File: src/pic_params.svh
// Constants of the protection instruction check unit: encodings, vectors, clock counts, APB map.
// Assumes an APB slave with 32-bit data and byte addresses; included by bare name.
// -------------------------------------------------------------------------
// How it works
// -------------------------------------------------------------------------
// How it works
// - Task register load: 0F, 00, reg 011.
// - Global table store: 0F 01 reg 000, 9 clocks.
// - Interrupt table store: 0F 01 reg 001, 9 clocks.
// - Local table store reg 000, protected, 2 clocks.
// - Protected-only opcode in real mode raises vector 6.
// - Real mode beyond FFFFH raises fault 13.
// - Real mode stack limit overrun raises fault 12.
// - Multiply clocks: max(ceil log2 |m|, 3) plus b.
// - b is 9, 12, 10 or 11 by form.
// - Designated instructions assert bus lock without prefix.
// - Descriptor table accesses run with bus lock asserted.
// - Protected operand limit or rights fault 13, stack 12.
// - Segment load privilege 13; not present 11, stack 12.
// - Far transfers breaking privilege raise fault 13.
// - Privileged instructions fault 13 above level zero.
// - I/O-sensitive fault 13 above I/O threshold.
// - Flag loads guard interrupt flag, threshold and 86 flag.
// - Status word load never clears protected mode flag.
// - Access verify violation clears zero flag, no fault; in real mode it faults 6.
// - Coprocessor operand faults 13, stack start 12, first.
// - Transfer target beyond code limit raises fault 13.
// - Global/interrupt table loads reg 010/011, 11 clocks.
`ifndef PIC_PARAMS_SVH
`define PIC_PARAMS_SVH
`define PIC_ESCAPE_BYTE    8'h0f
`define PIC_SECOND_SYS0    8'h00
`define PIC_SECOND_SYS1    8'h01
`define PIC_REG_000        3'h0
`define PIC_REG_001        3'h1
`define PIC_REG_010        3'h2
`define PIC_REG_011        3'h3
`define PIC_REG_100        3'h4
`define PIC_REG_101        3'h5
`define PIC_REG_110        3'h6
`define PIC_VEC_INVALID    8'h06
`define PIC_VEC_NOT_PRES   8'h0b
`define PIC_VEC_STACK      8'h0c
`define PIC_VEC_GENERAL    8'h0d
`define PIC_REAL_LIMIT     32'h0000ffff
`define PIC_CLK_TR_LOAD    8'h17
`define PIC_CLK_TR_LOAD_M  8'h1b
`define PIC_CLK_TBL_STORE  8'h09
`define PIC_CLK_LCL_STORE  8'h02
`define PIC_CLK_TBL_LOAD   8'h0b
`define PIC_CLK_RD_VFY     8'h0a
`define PIC_CLK_RD_VFY_M   8'h0b
`define PIC_CLK_WR_VFY     8'h0f
`define PIC_CLK_WR_VFY_M   8'h10
`define PIC_MUL_MIN        8'h03
`define PIC_B_RR           8'h09
`define PIC_B_MR           8'h0c
`define PIC_B_RI           8'h0a
`define PIC_B_MI           8'h0b
`define PIC_ADDR_CTRL      12'h000
`define PIC_ADDR_STATUS    12'h004
`define PIC_ADDR_RESULT    12'h008
`define PIC_ADDR_FAULTS    12'h00c
`define PIC_ADDR_SEGLIM    12'h010
`define PIC_ADDR_CODELIM   12'h014
`endif

File: src/pic_pkg.sv
// Types of the protection instruction check unit.
// Assumes pic_params.svh for the numeric constants.
package pic_pkg;
  typedef enum logic [3:0] {
    PIC_IDLE  = 4'b0001,
    PIC_CHECK = 4'b0010,
    PIC_EXEC  = 4'b0100,
    PIC_DONE  = 4'b1000
  } pic_state_e;

  typedef struct packed {
    logic [7:0] escape_byte;
    logic [7:0] second_byte;
    logic [7:0] modrm_byte;
  } pic_instr_s;

  typedef struct packed {
    logic       fault;
    logic [7:0] vector;
    logic [7:0] clocks;
    logic       lock;
    logic       zero_flag;
    logic       write_back;
  } pic_result_s;
endpackage

File: src/pic_check_unit.sv
// Protection instruction check unit: decodes system opcodes and classifies faults.
// Assumes an APB master on the core clock; all state is sampled on CLK_I.
//
// Decided for this implementation: the placing of the registers and the APB register port.
`include "pic_params.svh"

module pic_check_unit (
  // Clock and reset
  input  wire logic        CLK_I,
  input  wire logic        RST_I,
  // APB slave
  input  wire logic        PSEL_I,
  input  wire logic        PENABLE_I,
  input  wire logic        PWRITE_I,
  input  wire logic [11:0] PADDR_I,
  input  wire logic [31:0] PWDATA_I,
  output logic      [31:0] PRDATA_O,
  output logic             PREADY_O,
  output logic             PSLVERR_O,
  // Bus lock
  output logic             BUS_LOCK_O
);

  // -------------------------------------------------------------------------
  // Register file
  // -------------------------------------------------------------------------
  // Control: [0] start, [1] protected_mode, [3:2] current_privilege_level,
  // [5:4] io_privilege_threshold, [7:6] requested_privilege_level,
  // [9:8] descriptor_privilege_level, [10] present, [11] stack load,
  // [12] segment load, [13] far transfer privilege broken, [14] privileged op,
  // [15] io sensitive, [16] flag load, [17] status word load, [18] new protected_mode_flag bit,
  // [19] lock designated, [20] memory operand, [21] immediate, [22] stack operand,
  // [23] access rights bad, [24] coprocessor, [25] multiply, [26] transfer,
  // [31:27] reserved. Instruction bytes are written at the status offset.
  logic [31:0] ctrl_reg;
  logic [23:0] instr_reg;
  logic [31:0] seglim_reg;
  logic [31:0] codelim_reg;
  logic [31:0] operand_reg;
  logic [31:0] result_reg;
  logic [31:0] faults_reg;
  logic [31:0] flags_reg;
  pic_pkg::pic_state_e state_reg;
  pic_pkg::pic_state_e state_next;
  logic [7:0]  count_reg;
  pic_pkg::pic_result_s res_reg;
  pic_pkg::pic_result_s res_next;

  logic apb_write;
  logic apb_read;
  logic start;
  assign apb_write = PSEL_I && PENABLE_I && PWRITE_I;
  assign apb_read  = PSEL_I && !PWRITE_I;
  assign start     = apb_write && (PADDR_I == `PIC_ADDR_CTRL) && PWDATA_I[0] && (state_reg == pic_pkg::PIC_IDLE);

  // Zero-wait slave: the answer comes in the access phase itself.
  assign PREADY_O  = 1'b1;

  always_ff @(posedge CLK_I) begin
    if (RST_I) begin
      PSLVERR_O <= 1'b0;
    end else begin
      PSLVERR_O <= 1'b0;
    end
  end

  function automatic logic mapped(input logic [11:0] a);
    mapped = (a == `PIC_ADDR_CTRL) || (a == `PIC_ADDR_STATUS) || (a == `PIC_ADDR_RESULT) ||
             (a == `PIC_ADDR_FAULTS) || (a == `PIC_ADDR_SEGLIM) || (a == `PIC_ADDR_CODELIM);
  endfunction

  always_ff @(posedge CLK_I) begin
    if (RST_I) begin
      ctrl_reg    <= 32'h00000000;
      instr_reg   <= 24'h000000;
      seglim_reg  <= 32'h00000000;
      codelim_reg <= 32'h00000000;
      operand_reg <= 32'h00000000;
    end else if (apb_write) begin
      unique case (PADDR_I)
        `PIC_ADDR_CTRL:    ctrl_reg    <= {5'h0, PWDATA_I[26:1], 1'b0};
        `PIC_ADDR_STATUS:  instr_reg   <= PWDATA_I[23:0];
        `PIC_ADDR_RESULT:  operand_reg <= PWDATA_I;
        `PIC_ADDR_SEGLIM:  seglim_reg  <= PWDATA_I;
        `PIC_ADDR_CODELIM: codelim_reg <= PWDATA_I;
        default: ;
      endcase
    end
  end

  always_ff @(posedge CLK_I) begin
    if (RST_I) begin
      PRDATA_O <= 32'h00000000;
    end else if (apb_read && !PENABLE_I) begin
      unique case (PADDR_I)
        `PIC_ADDR_CTRL:    PRDATA_O <= ctrl_reg;
        `PIC_ADDR_STATUS:  PRDATA_O <= {4'h0, state_reg, instr_reg};
        `PIC_ADDR_RESULT:  PRDATA_O <= result_reg;
        `PIC_ADDR_FAULTS:  PRDATA_O <= faults_reg;
        `PIC_ADDR_SEGLIM:  PRDATA_O <= flags_reg;
        `PIC_ADDR_CODELIM: PRDATA_O <= codelim_reg;
        default:           PRDATA_O <= 32'h00000000;
      endcase
    end
  end

  // -------------------------------------------------------------------------
  // Decode and fault classification
  // -------------------------------------------------------------------------
  pic_pkg::pic_instr_s ins;
  logic       pmode;
  logic [1:0] current_privilege_level;
  logic [1:0] io_privilege_threshold;
  logic [2:0] regf;
  logic       is_sys0;
  logic       is_sys1;
  assign ins     = pic_pkg::pic_instr_s'(instr_reg);
  assign pmode   = ctrl_reg[1];
  assign current_privilege_level = ctrl_reg[3:2];
  assign io_privilege_threshold  = ctrl_reg[5:4];
  assign regf    = ins.modrm_byte[5:3];
  assign is_sys0 = (ins.escape_byte == `PIC_ESCAPE_BYTE) && (ins.second_byte == `PIC_SECOND_SYS0);
  assign is_sys1 = (ins.escape_byte == `PIC_ESCAPE_BYTE) && (ins.second_byte == `PIC_SECOND_SYS1);

  // Rounded-up base-two log of a magnitude.
  function automatic logic [7:0] ceil_log2(input logic [31:0] v);
    logic [7:0] n;
    n = 8'h00;
    for (int i = 0; i < 32; i++) begin
      if (v > (32'h00000001 << i)) begin
        n = 8'(i + 1);
      end
    end
    ceil_log2 = n;
  endfunction

  logic [31:0] mag;
  assign mag = operand_reg[31] ? 32'(-operand_reg) : operand_reg;

  always_comb begin
    logic       mem;
    logic       prot_only;
    logic       desc_access;
    logic [7:0] b;
    logic [7:0] lg;
    mem         = ins.modrm_byte[7:6] != 2'h3;
    prot_only   = 1'b0;
    desc_access = 1'b0;
    res_next    = '0;
    b           = ctrl_reg[20] ? (ctrl_reg[21] ? `PIC_B_MI : `PIC_B_MR)
                               : (ctrl_reg[21] ? `PIC_B_RI : `PIC_B_RR);
    lg          = ceil_log2(mag);
    if (is_sys0 && regf == `PIC_REG_011) begin
      prot_only = 1'b1;
      desc_access = 1'b1;
      res_next.clocks = mem ? `PIC_CLK_TR_LOAD_M : `PIC_CLK_TR_LOAD;
    end else if (is_sys0 && (regf == `PIC_REG_000 || regf == `PIC_REG_001)) begin
      prot_only = 1'b1;
      res_next.clocks = `PIC_CLK_LCL_STORE;
    end else if (is_sys0 && (regf == `PIC_REG_100 || regf == `PIC_REG_101)) begin
      prot_only = 1'b1;
      desc_access = 1'b1;
      res_next.clocks = (regf == `PIC_REG_100) ? (mem ? `PIC_CLK_RD_VFY_M : `PIC_CLK_RD_VFY)
                                               : (mem ? `PIC_CLK_WR_VFY_M : `PIC_CLK_WR_VFY);
      // Selector privilege violations only clear the zero flag.
      res_next.zero_flag = (ctrl_reg[7:6] <= ctrl_reg[9:8]) &&
                           (current_privilege_level <= ctrl_reg[9:8]);
    end else if (is_sys1 && (regf == `PIC_REG_000 || regf == `PIC_REG_001)) begin
      res_next.clocks = `PIC_CLK_TBL_STORE;
    end else if (is_sys1 && (regf == `PIC_REG_010 || regf == `PIC_REG_011)) begin
      res_next.clocks = `PIC_CLK_TBL_LOAD;
    end else if (ctrl_reg[25]) begin
      res_next.clocks = ((operand_reg == 32'h00000000) ? `PIC_MUL_MIN
                        : ((lg > `PIC_MUL_MIN) ? lg : `PIC_MUL_MIN)) + b;
    end
    res_next.lock = ctrl_reg[19] || (desc_access && pmode);
    // Priority order: the first matching fault wins and suppresses write-back.
    if (prot_only && !pmode) begin
      res_next.fault = 1'b1;
      res_next.vector = `PIC_VEC_INVALID;
    end else if (ctrl_reg[24] && pmode && ctrl_reg[23]) begin
      res_next.fault = 1'b1;
      res_next.vector = ctrl_reg[22] ? `PIC_VEC_STACK : `PIC_VEC_GENERAL;
    end else if (!pmode && ctrl_reg[20] && seglim_reg > `PIC_REAL_LIMIT) begin
      res_next.fault = 1'b1;
      res_next.vector = ctrl_reg[22] ? `PIC_VEC_STACK : `PIC_VEC_GENERAL;
    end else if (pmode && ctrl_reg[20] && ctrl_reg[23]) begin
      res_next.fault = 1'b1;
      res_next.vector = ctrl_reg[22] ? `PIC_VEC_STACK : `PIC_VEC_GENERAL;
    end else if (pmode && ctrl_reg[12] &&
                 (ctrl_reg[9:8] < current_privilege_level || ctrl_reg[9:8] < ctrl_reg[7:6])) begin
      res_next.fault = 1'b1;
      res_next.vector = `PIC_VEC_GENERAL;
    end else if (pmode && ctrl_reg[12] && !ctrl_reg[10]) begin
      res_next.fault = 1'b1;
      res_next.vector = ctrl_reg[11] ? `PIC_VEC_STACK : `PIC_VEC_NOT_PRES;
    end else if (pmode && ctrl_reg[13]) begin
      res_next.fault = 1'b1;
      res_next.vector = `PIC_VEC_GENERAL;
    end else if (ctrl_reg[26] && operand_reg > codelim_reg) begin
      res_next.fault = 1'b1;
      res_next.vector = `PIC_VEC_GENERAL;
    end else if (pmode && ctrl_reg[14] && current_privilege_level != 2'h0) begin
      res_next.fault = 1'b1;
      res_next.vector = `PIC_VEC_GENERAL;
    end else if (pmode && ctrl_reg[15] && current_privilege_level > io_privilege_threshold) begin
      res_next.fault = 1'b1;
      res_next.vector = `PIC_VEC_GENERAL;
    end
    res_next.write_back = !res_next.fault;
  end

  // -------------------------------------------------------------------------
  // Sequencer
  // -------------------------------------------------------------------------
  always_comb begin
    state_next = state_reg;
    unique case (state_reg)
      pic_pkg::PIC_IDLE:  if (start) state_next = pic_pkg::PIC_CHECK;
      pic_pkg::PIC_CHECK: state_next = res_next.fault ? pic_pkg::PIC_DONE : pic_pkg::PIC_EXEC;
      pic_pkg::PIC_EXEC:  if (count_reg <= 8'h01) state_next = pic_pkg::PIC_DONE;
      pic_pkg::PIC_DONE:  state_next = pic_pkg::PIC_IDLE;
    endcase
  end

  always_ff @(posedge CLK_I) begin
    if (RST_I) begin
      state_reg <= pic_pkg::PIC_IDLE;
    end else begin
      state_reg <= state_next;
    end
  end

  always_ff @(posedge CLK_I) begin
    if (RST_I) begin
      res_reg   <= '0;
      count_reg <= 8'h00;
    end else if (state_reg == pic_pkg::PIC_CHECK) begin
      res_reg   <= res_next;
      count_reg <= res_next.clocks;
    end else if (state_reg == pic_pkg::PIC_EXEC) begin
      count_reg <= count_reg - 8'h01;
    end
  end

  // Lock is held for the whole execution so descriptor reads and writes stay atomic.
  always_ff @(posedge CLK_I) begin
    if (RST_I) begin
      BUS_LOCK_O <= 1'b0;
    end else begin
      BUS_LOCK_O <= (state_next == pic_pkg::PIC_EXEC) &&
                    ((state_reg == pic_pkg::PIC_CHECK) ? res_next.lock : res_reg.lock);
    end
  end

  always_ff @(posedge CLK_I) begin
    if (RST_I) begin
      result_reg <= 32'h00000000;
      faults_reg <= 32'h00000000;
    end else if (state_reg == pic_pkg::PIC_DONE) begin
      result_reg <= {13'h0, res_reg.zero_flag, res_reg.write_back, res_reg.lock, res_reg.clocks, res_reg.vector};
      faults_reg <= {23'h0, res_reg.fault, res_reg.vector};
    end
  end

  // Architectural flags: [9] interrupt, [13:12] io threshold, [17] virtual_86_flag, [31] protected_mode_flag.
  always_ff @(posedge CLK_I) begin
    if (RST_I) begin
      flags_reg <= 32'h00000000;
    end else if (state_reg == pic_pkg::PIC_DONE && res_reg.write_back) begin
      if (ctrl_reg[16]) begin
        if (current_privilege_level <= io_privilege_threshold) flags_reg[9] <= operand_reg[9];
        if (current_privilege_level == 2'h0) begin
          flags_reg[13:12] <= operand_reg[13:12];
          flags_reg[17]    <= operand_reg[17];
        end
      end
      if (ctrl_reg[17]) begin
        flags_reg[31] <= flags_reg[31] | ctrl_reg[18];
      end
    end
  end

  // -------------------------------------------------------------------------
  // Checks
  // -------------------------------------------------------------------------
  property p_invalid_real;
    @(posedge CLK_I) disable iff (RST_I)
      (state_reg == pic_pkg::PIC_CHECK && !pmode && is_sys0 && regf == `PIC_REG_011)
      |=> (res_reg.fault && res_reg.vector == `PIC_VEC_INVALID);
  endproperty
  a_invalid_real: assert property (p_invalid_real) else $error("real mode task load not invalid");

  property p_tr_clocks;
    @(posedge CLK_I) disable iff (RST_I)
      (state_reg == pic_pkg::PIC_CHECK && pmode && is_sys0 && regf == `PIC_REG_011 && !res_next.fault)
      |=> (count_reg == 8'd23 || count_reg == 8'd27);
  endproperty
  a_tr_clocks: assert property (p_tr_clocks) else $error("task load clock count wrong");

  property p_tbl_store;
    @(posedge CLK_I) disable iff (RST_I)
      (state_reg == pic_pkg::PIC_CHECK && is_sys1 && regf == `PIC_REG_000 && !res_next.fault)
      |=> count_reg == 8'd9;
  endproperty
  a_tbl_store: assert property (p_tbl_store) else $error("table store not 9 clocks");

  property p_fault_no_wb;
    @(posedge CLK_I) disable iff (RST_I)
      (state_reg == pic_pkg::PIC_DONE && res_reg.fault) |=> ($stable(flags_reg) && faults_reg[8]);
  endproperty
  a_fault_no_wb: assert property (p_fault_no_wb) else $error("faulting op changed flags");

  property p_pe_sticky;
    @(posedge CLK_I) disable iff (RST_I)
      $past(flags_reg[31]) |-> flags_reg[31];
  endproperty
  a_pe_sticky: assert property (p_pe_sticky) else $error("status load cleared protected flag");

  property p_lock_exec;
    @(posedge CLK_I) disable iff (RST_I)
      BUS_LOCK_O |-> (state_reg == pic_pkg::PIC_EXEC && res_reg.lock);
  endproperty
  a_lock_exec: assert property (p_lock_exec) else $error("lock outside locked execution");

  property p_priv_fault;
    @(posedge CLK_I) disable iff (RST_I)
      (state_reg == pic_pkg::PIC_CHECK && pmode && ctrl_reg[14] && current_privilege_level != 2'h0)
      |-> res_next.fault;
  endproperty
  a_priv_fault: assert property (p_priv_fault) else $error("privileged op at nonzero level ran");

  property p_mul_min;
    @(posedge CLK_I) disable iff (RST_I)
      (state_reg == pic_pkg::PIC_CHECK && ctrl_reg[25] && !is_sys0 && !is_sys1 && operand_reg == 32'h0 && !ctrl_reg[20] && !ctrl_reg[21])
      |-> res_next.clocks == 8'd12;
  endproperty
  a_mul_min: assert property (p_mul_min) else $error("zero multiplier count not 12");

  property p_local_store;
    @(posedge CLK_I) disable iff (RST_I)
      (state_reg == pic_pkg::PIC_CHECK && is_sys0 && regf == `PIC_REG_000 && !res_next.fault)
      |=> count_reg == 8'd2;
  endproperty
  a_local_store: assert property (p_local_store) else $error("local table store not 2 clocks");

  property p_lock_task_load;
    @(posedge CLK_I) disable iff (RST_I)
      (state_reg == pic_pkg::PIC_CHECK && is_sys0 && regf == `PIC_REG_011 && !res_next.fault)
      |=> BUS_LOCK_O;
  endproperty
  a_lock_task_load: assert property (p_lock_task_load) else $error("task load ran without bus lock");

  property p_verify_zero;
    @(posedge CLK_I) disable iff (RST_I)
      (state_reg == pic_pkg::PIC_CHECK && is_sys0 && regf == `PIC_REG_100 && ctrl_reg[7:6] > ctrl_reg[9:8])
      |-> !res_next.zero_flag;
  endproperty
  a_verify_zero: assert property (p_verify_zero) else $error("verify kept zero flag on violation");

endmodule

File: config.mk
export PLATFORM = sky130hd
export DESIGN_NAME = pic_check_unit
export DESIGN_NICKNAME = d
export VERILOG_FILES = /design/src/pic_pkg.sv /design/src/pic_check_unit.sv
export VERILOG_INCLUDE_DIRS = /design/src
export SDC_FILE = /design/constraint.sdc
export NUM_CORES = 1
export LEC_CHECK = 0
export BUFFER_PORTS_ARGS = -buffer_cell sky130_fd_sc_hd__buf_4
export CORE_MARGIN = 1
export CORE_UTILIZATION = 39
export DETAILED_ROUTE_END_ITERATION = 7
export GPL_TIMING_DRIVEN = 0
export SLEW_MARGIN = 40
export SYNTH_ARGS = -nofsm -noshare
export SYNTH_HDL_FRONTEND = slang
export SYNTH_SLANG_ARGS = --single-unit
File: constraint.sdc
create_clock -name CLK_I -period 5.2 [get_ports CLK_I]
set_input_delay 0.26 -clock CLK_I [delete_from_list [all_inputs] [get_ports CLK_I]]
set_output_delay 0.26 -clock CLK_I [all_outputs]
set_load 0.05 [all_outputs]
==> summary.txt <==
GRT
  • Global route total overflow: 0
  • Initial antenna violation count: 0
  • Tot GR Track Use: 27.8%
  • Number of global-route vias before repair: 11700
  • Global-route wire length before repair: 68.1 mm
  • Largest net degree at the start of global routing: 14

Worst setup path
  • Crit path kind: flip-flop to flip-flop
  • CP peak stage delay: 0.47 ns
  • RR Startpoint: operand_reg[0]
  • Setup crit end kind: flip-flop
  • Worst R2R Setup Slack: -0.41 ns
  • Worst Path Max Fanout: 8
  • Slowest-stage cell, CP: or4b_4
  • Data required time of the worst path: 5.63 ns
  • R2R Path End: count_reg[2]
  • CP startpoint kind: flip-flop
  • Reg2reg path depth: 25
  • WP data arrival: 6.03 ns

STA
  • Worst Skew: 0.00953 ns
  • Max Slew Vio Count: 0
  • Slew @ Worst Pin: 0.827 ns
  • Final Cycle Share: 108%
  • RSZ-0062 raised after global routing: yes
  • Relative slew margins: 44.9%
  • Setup TNS: -2.69 ns
  • WHS: 0.0229 ns
  • Setup slack after layout: -0.405 ns
  • # setup viols final: 10
  • Fmax: 0.178 GHz
  • Fin crit period: 5.61 ns
  • Final Hold Vio Count: 0

Routing
  • Antenna viol nets, final: 0
  • Routed wire length: 45.3 mm
  • Vias: 12900
  • DRC viols: 0
  • Detailed Route Iter0 Violations: 1121
  • Drt first pass iters: 8
  • Detail-routed net length per standard cell: 20.5 um
  • Vias per cell: 5.86

Pwr
  • Internal Power: 2.49 mW
  • Switch share: 22.7%
  • Reg power frac: 49.9%
  • Combinational fraction of design power: 3.4%
  • Sw Pwr: 0.731 mW
  • Total power per unit cell area: 216 nW/um^2
  • Worst vdd ir: 0.240 mV
  • Power Total: 3.22 mW
  • LEAKAGE: 5.56 nW
  • Clock share of power: 46.7%

Layout
  • Nets: 1898
  • Fillers: 3056
  • Finished Cell Area: 14900 um^2
  • N_diodes: 0
  • Final core occ: 48.7%
  • Final Non-Filler Cells: 2211
  • Area Growth Syn to Fin: 22.6%
  • Commonest non-fill, non-tap cell in the layout: nand2_1
  • FF/Latch Area: 4210 um^2
  • Most frequent cells in the layout: 365 x nand2_1, 237 x a21oi_1, 207 x dfxtp_1, 131 x buf_4, 108 x nor2_1
  • Multi-input logic area: 7740 um^2
  • Share of layout cells above drive strength 1: 16.5%

Min path
  • Worst min path class: primary input to flip-flop
  • Hold path depth: 3
  • Worst Hold Path EP: seglim_reg[29]
  • Hold wc startpoint: PWDATA_I[29]

Clock network
  • CTS Hold Buffers Added: 0
  • Cts bufs inserted: 22
  • CTS root buf: clkbuf_16
  • Clk sink count: 210
  • CTS tree: yes
  • Clk_lat worst skew: 0.51 ns
  • Clk slew on worst S/H paths: 0.06 ns
  • # H-tree levels: 1
  • CTS max path bufs: 3

Die
  • Initial Util: 39.7%
  • DIE HEIGHT: 179 um
  • Die footprint: 31900 um^2
  • Die X: 179 um
  • Std-Cell Rows: 64
  • IO Pins: 84
  • Core ar.: 30600 um^2

Placed design
  • Port buffer count: 81
  • Post-DP Area: 13300 um^2
  • Inst Count DP: 2125
  • DP Worst Slack: -1.44 ns
  • HPWL Detailed: 34.6 mm
  • GPL Wtd Cong: 0.946

Synth
  • Post-synthesis sequential area ratio: 34.6%
  • Fraction of synthesis flops using an asynchronous set or reset pin: 0%
  • #FFs+latches synth: 210
  • Synth unique cells: 88
  • Post-Synthesis Cells: 1646
  • Synth warnings: 0
  • Post-Syn Area: 12200 um^2
  • Mean area per synthesized cell: 7.38 um^2
  • Synth area leaders: dfxtp_1 35%, nand2_1 11%, a21oi_1 9.9%, ha_1 4.9%, nor2_1 3.4%
  • Synth area leader: dfxtp_1
  • Top cell type's share of synthesized area: 34.6%
  • EDFF count, synth: 0
  • Post-synthesis net count: 1744
  • Most common flop cell mapped by yosys: dfxtp_1

Run status
  • Status: finished with violations
  • Violated checks: negative setup slack

Job
  • Max-cap violations: 0
==> synthesized netlist by cell type (9+ instances only) <==
library cell,count
a21oi_1,241
clkbuf_1,103
nand2_1,368
nand4_1,24
nor4_1,27
nand3_1,24
a222oi_1,22
xnor2_1,11
buf_2,9
xor2_1,17
nand2b_1,10
o21ai_0,34
a22oi_1,20
a21o_1,18
or3_1,15
ha_1,48
or2_2,12
dfxtp_1,210
nor3_1,39
nor2_1,109
o31ai_1,14
nor3b_1,11
inv_1,56
a211oi_1,12
and2_1,10
==> layout make-up <==
cell class                      instances  share of cell area, %
Multi-Input combinational cell       1256                   52.0
Sequential cell                       210                   28.3
Timing Repair Buffer                  134                   6.75
Clock buffer                           31                   4.27
Buffer                                120                   3.67
Tap cell                              396                   3.33
Inverter                               56                   1.44
Clock inverter                          8                  0.286
==> cell families (layout without fill, tap and decap cells) <==
kind of cell    after synthesis  in the layout  synth area share, %
compound gates              457            457                 24.1
xor+xnor                     28             28                 2.02
fa+ha+maj                    49             49                 5.11
buf+inv                     180            349                 5.90
flops                       210            210                 34.6
mux                           8              8                0.690
other cells                   2              2               0.0618
simple gates                712            712                 27.5
==> worst max-delay path by stage <==
stage                              end            start  cells past startpoint
after detailed placement  count_reg[4]  operand_reg[31]                     19
final                     count_reg[2]   operand_reg[0]                     25
after CTS                 count_reg[2]   operand_reg[0]                     23
after floorplan           count_reg[2]   operand_reg[0]                     23
after global routing      count_reg[2]   operand_reg[0]                     24
after global placement    count_reg[1]   operand_reg[0]                     23
==> layer usage <==
layer | vias to the layer above | GRT usage (%) | share of wire, %
met2 | 523 | 47.0 | 47
met4 | 0 | 9.57 | 3.6
met5 | - | 0 | 0
met1 | 6148 | 36.7 | 43
li1 | 6178 | - | -
met3 | 97 | 2.51 | 6.3
==> power groups by stage <==
stage | clock network (mW) | registers [mW] | logic (mW)
finish | 1.50 | 1.61 | 0.111
global route | 1.59 | 1.61 | 0.115
CTS | 1.52 | 1.61 | 0.110
detailed placement | 0 | 1.64 | 0.109
global placement | 0 | 1.64 | 0.109
floorplan | 0 | 1.64 | 0.0335
==> critical path, delay by kind of cell, from the launching register on <==
family	cells	cell delay, ns
flip-flops	1	0.32
adder cells (fa/ha/maj)	3	0.71
XOR/XNOR	1	0.20
AO/OA/AOI/OAI	8	1.98
buffers and inverters	6	0.81
multiplexers	1	0.31
AND/OR/NAND/NOR	6	1.18
==> what timing repair did <==
| action | CTS | global route |
|---|---|---|
| setup endpoints to repair | 12 | 11 |
| gates cloned | 1 | 0 |
| resized for setup | 76 | 39 |
| setup buffers | 31 | 20 |
| pin swaps | 34 | 34 |
Note: power is estimated with default switching activity, not from simulation.
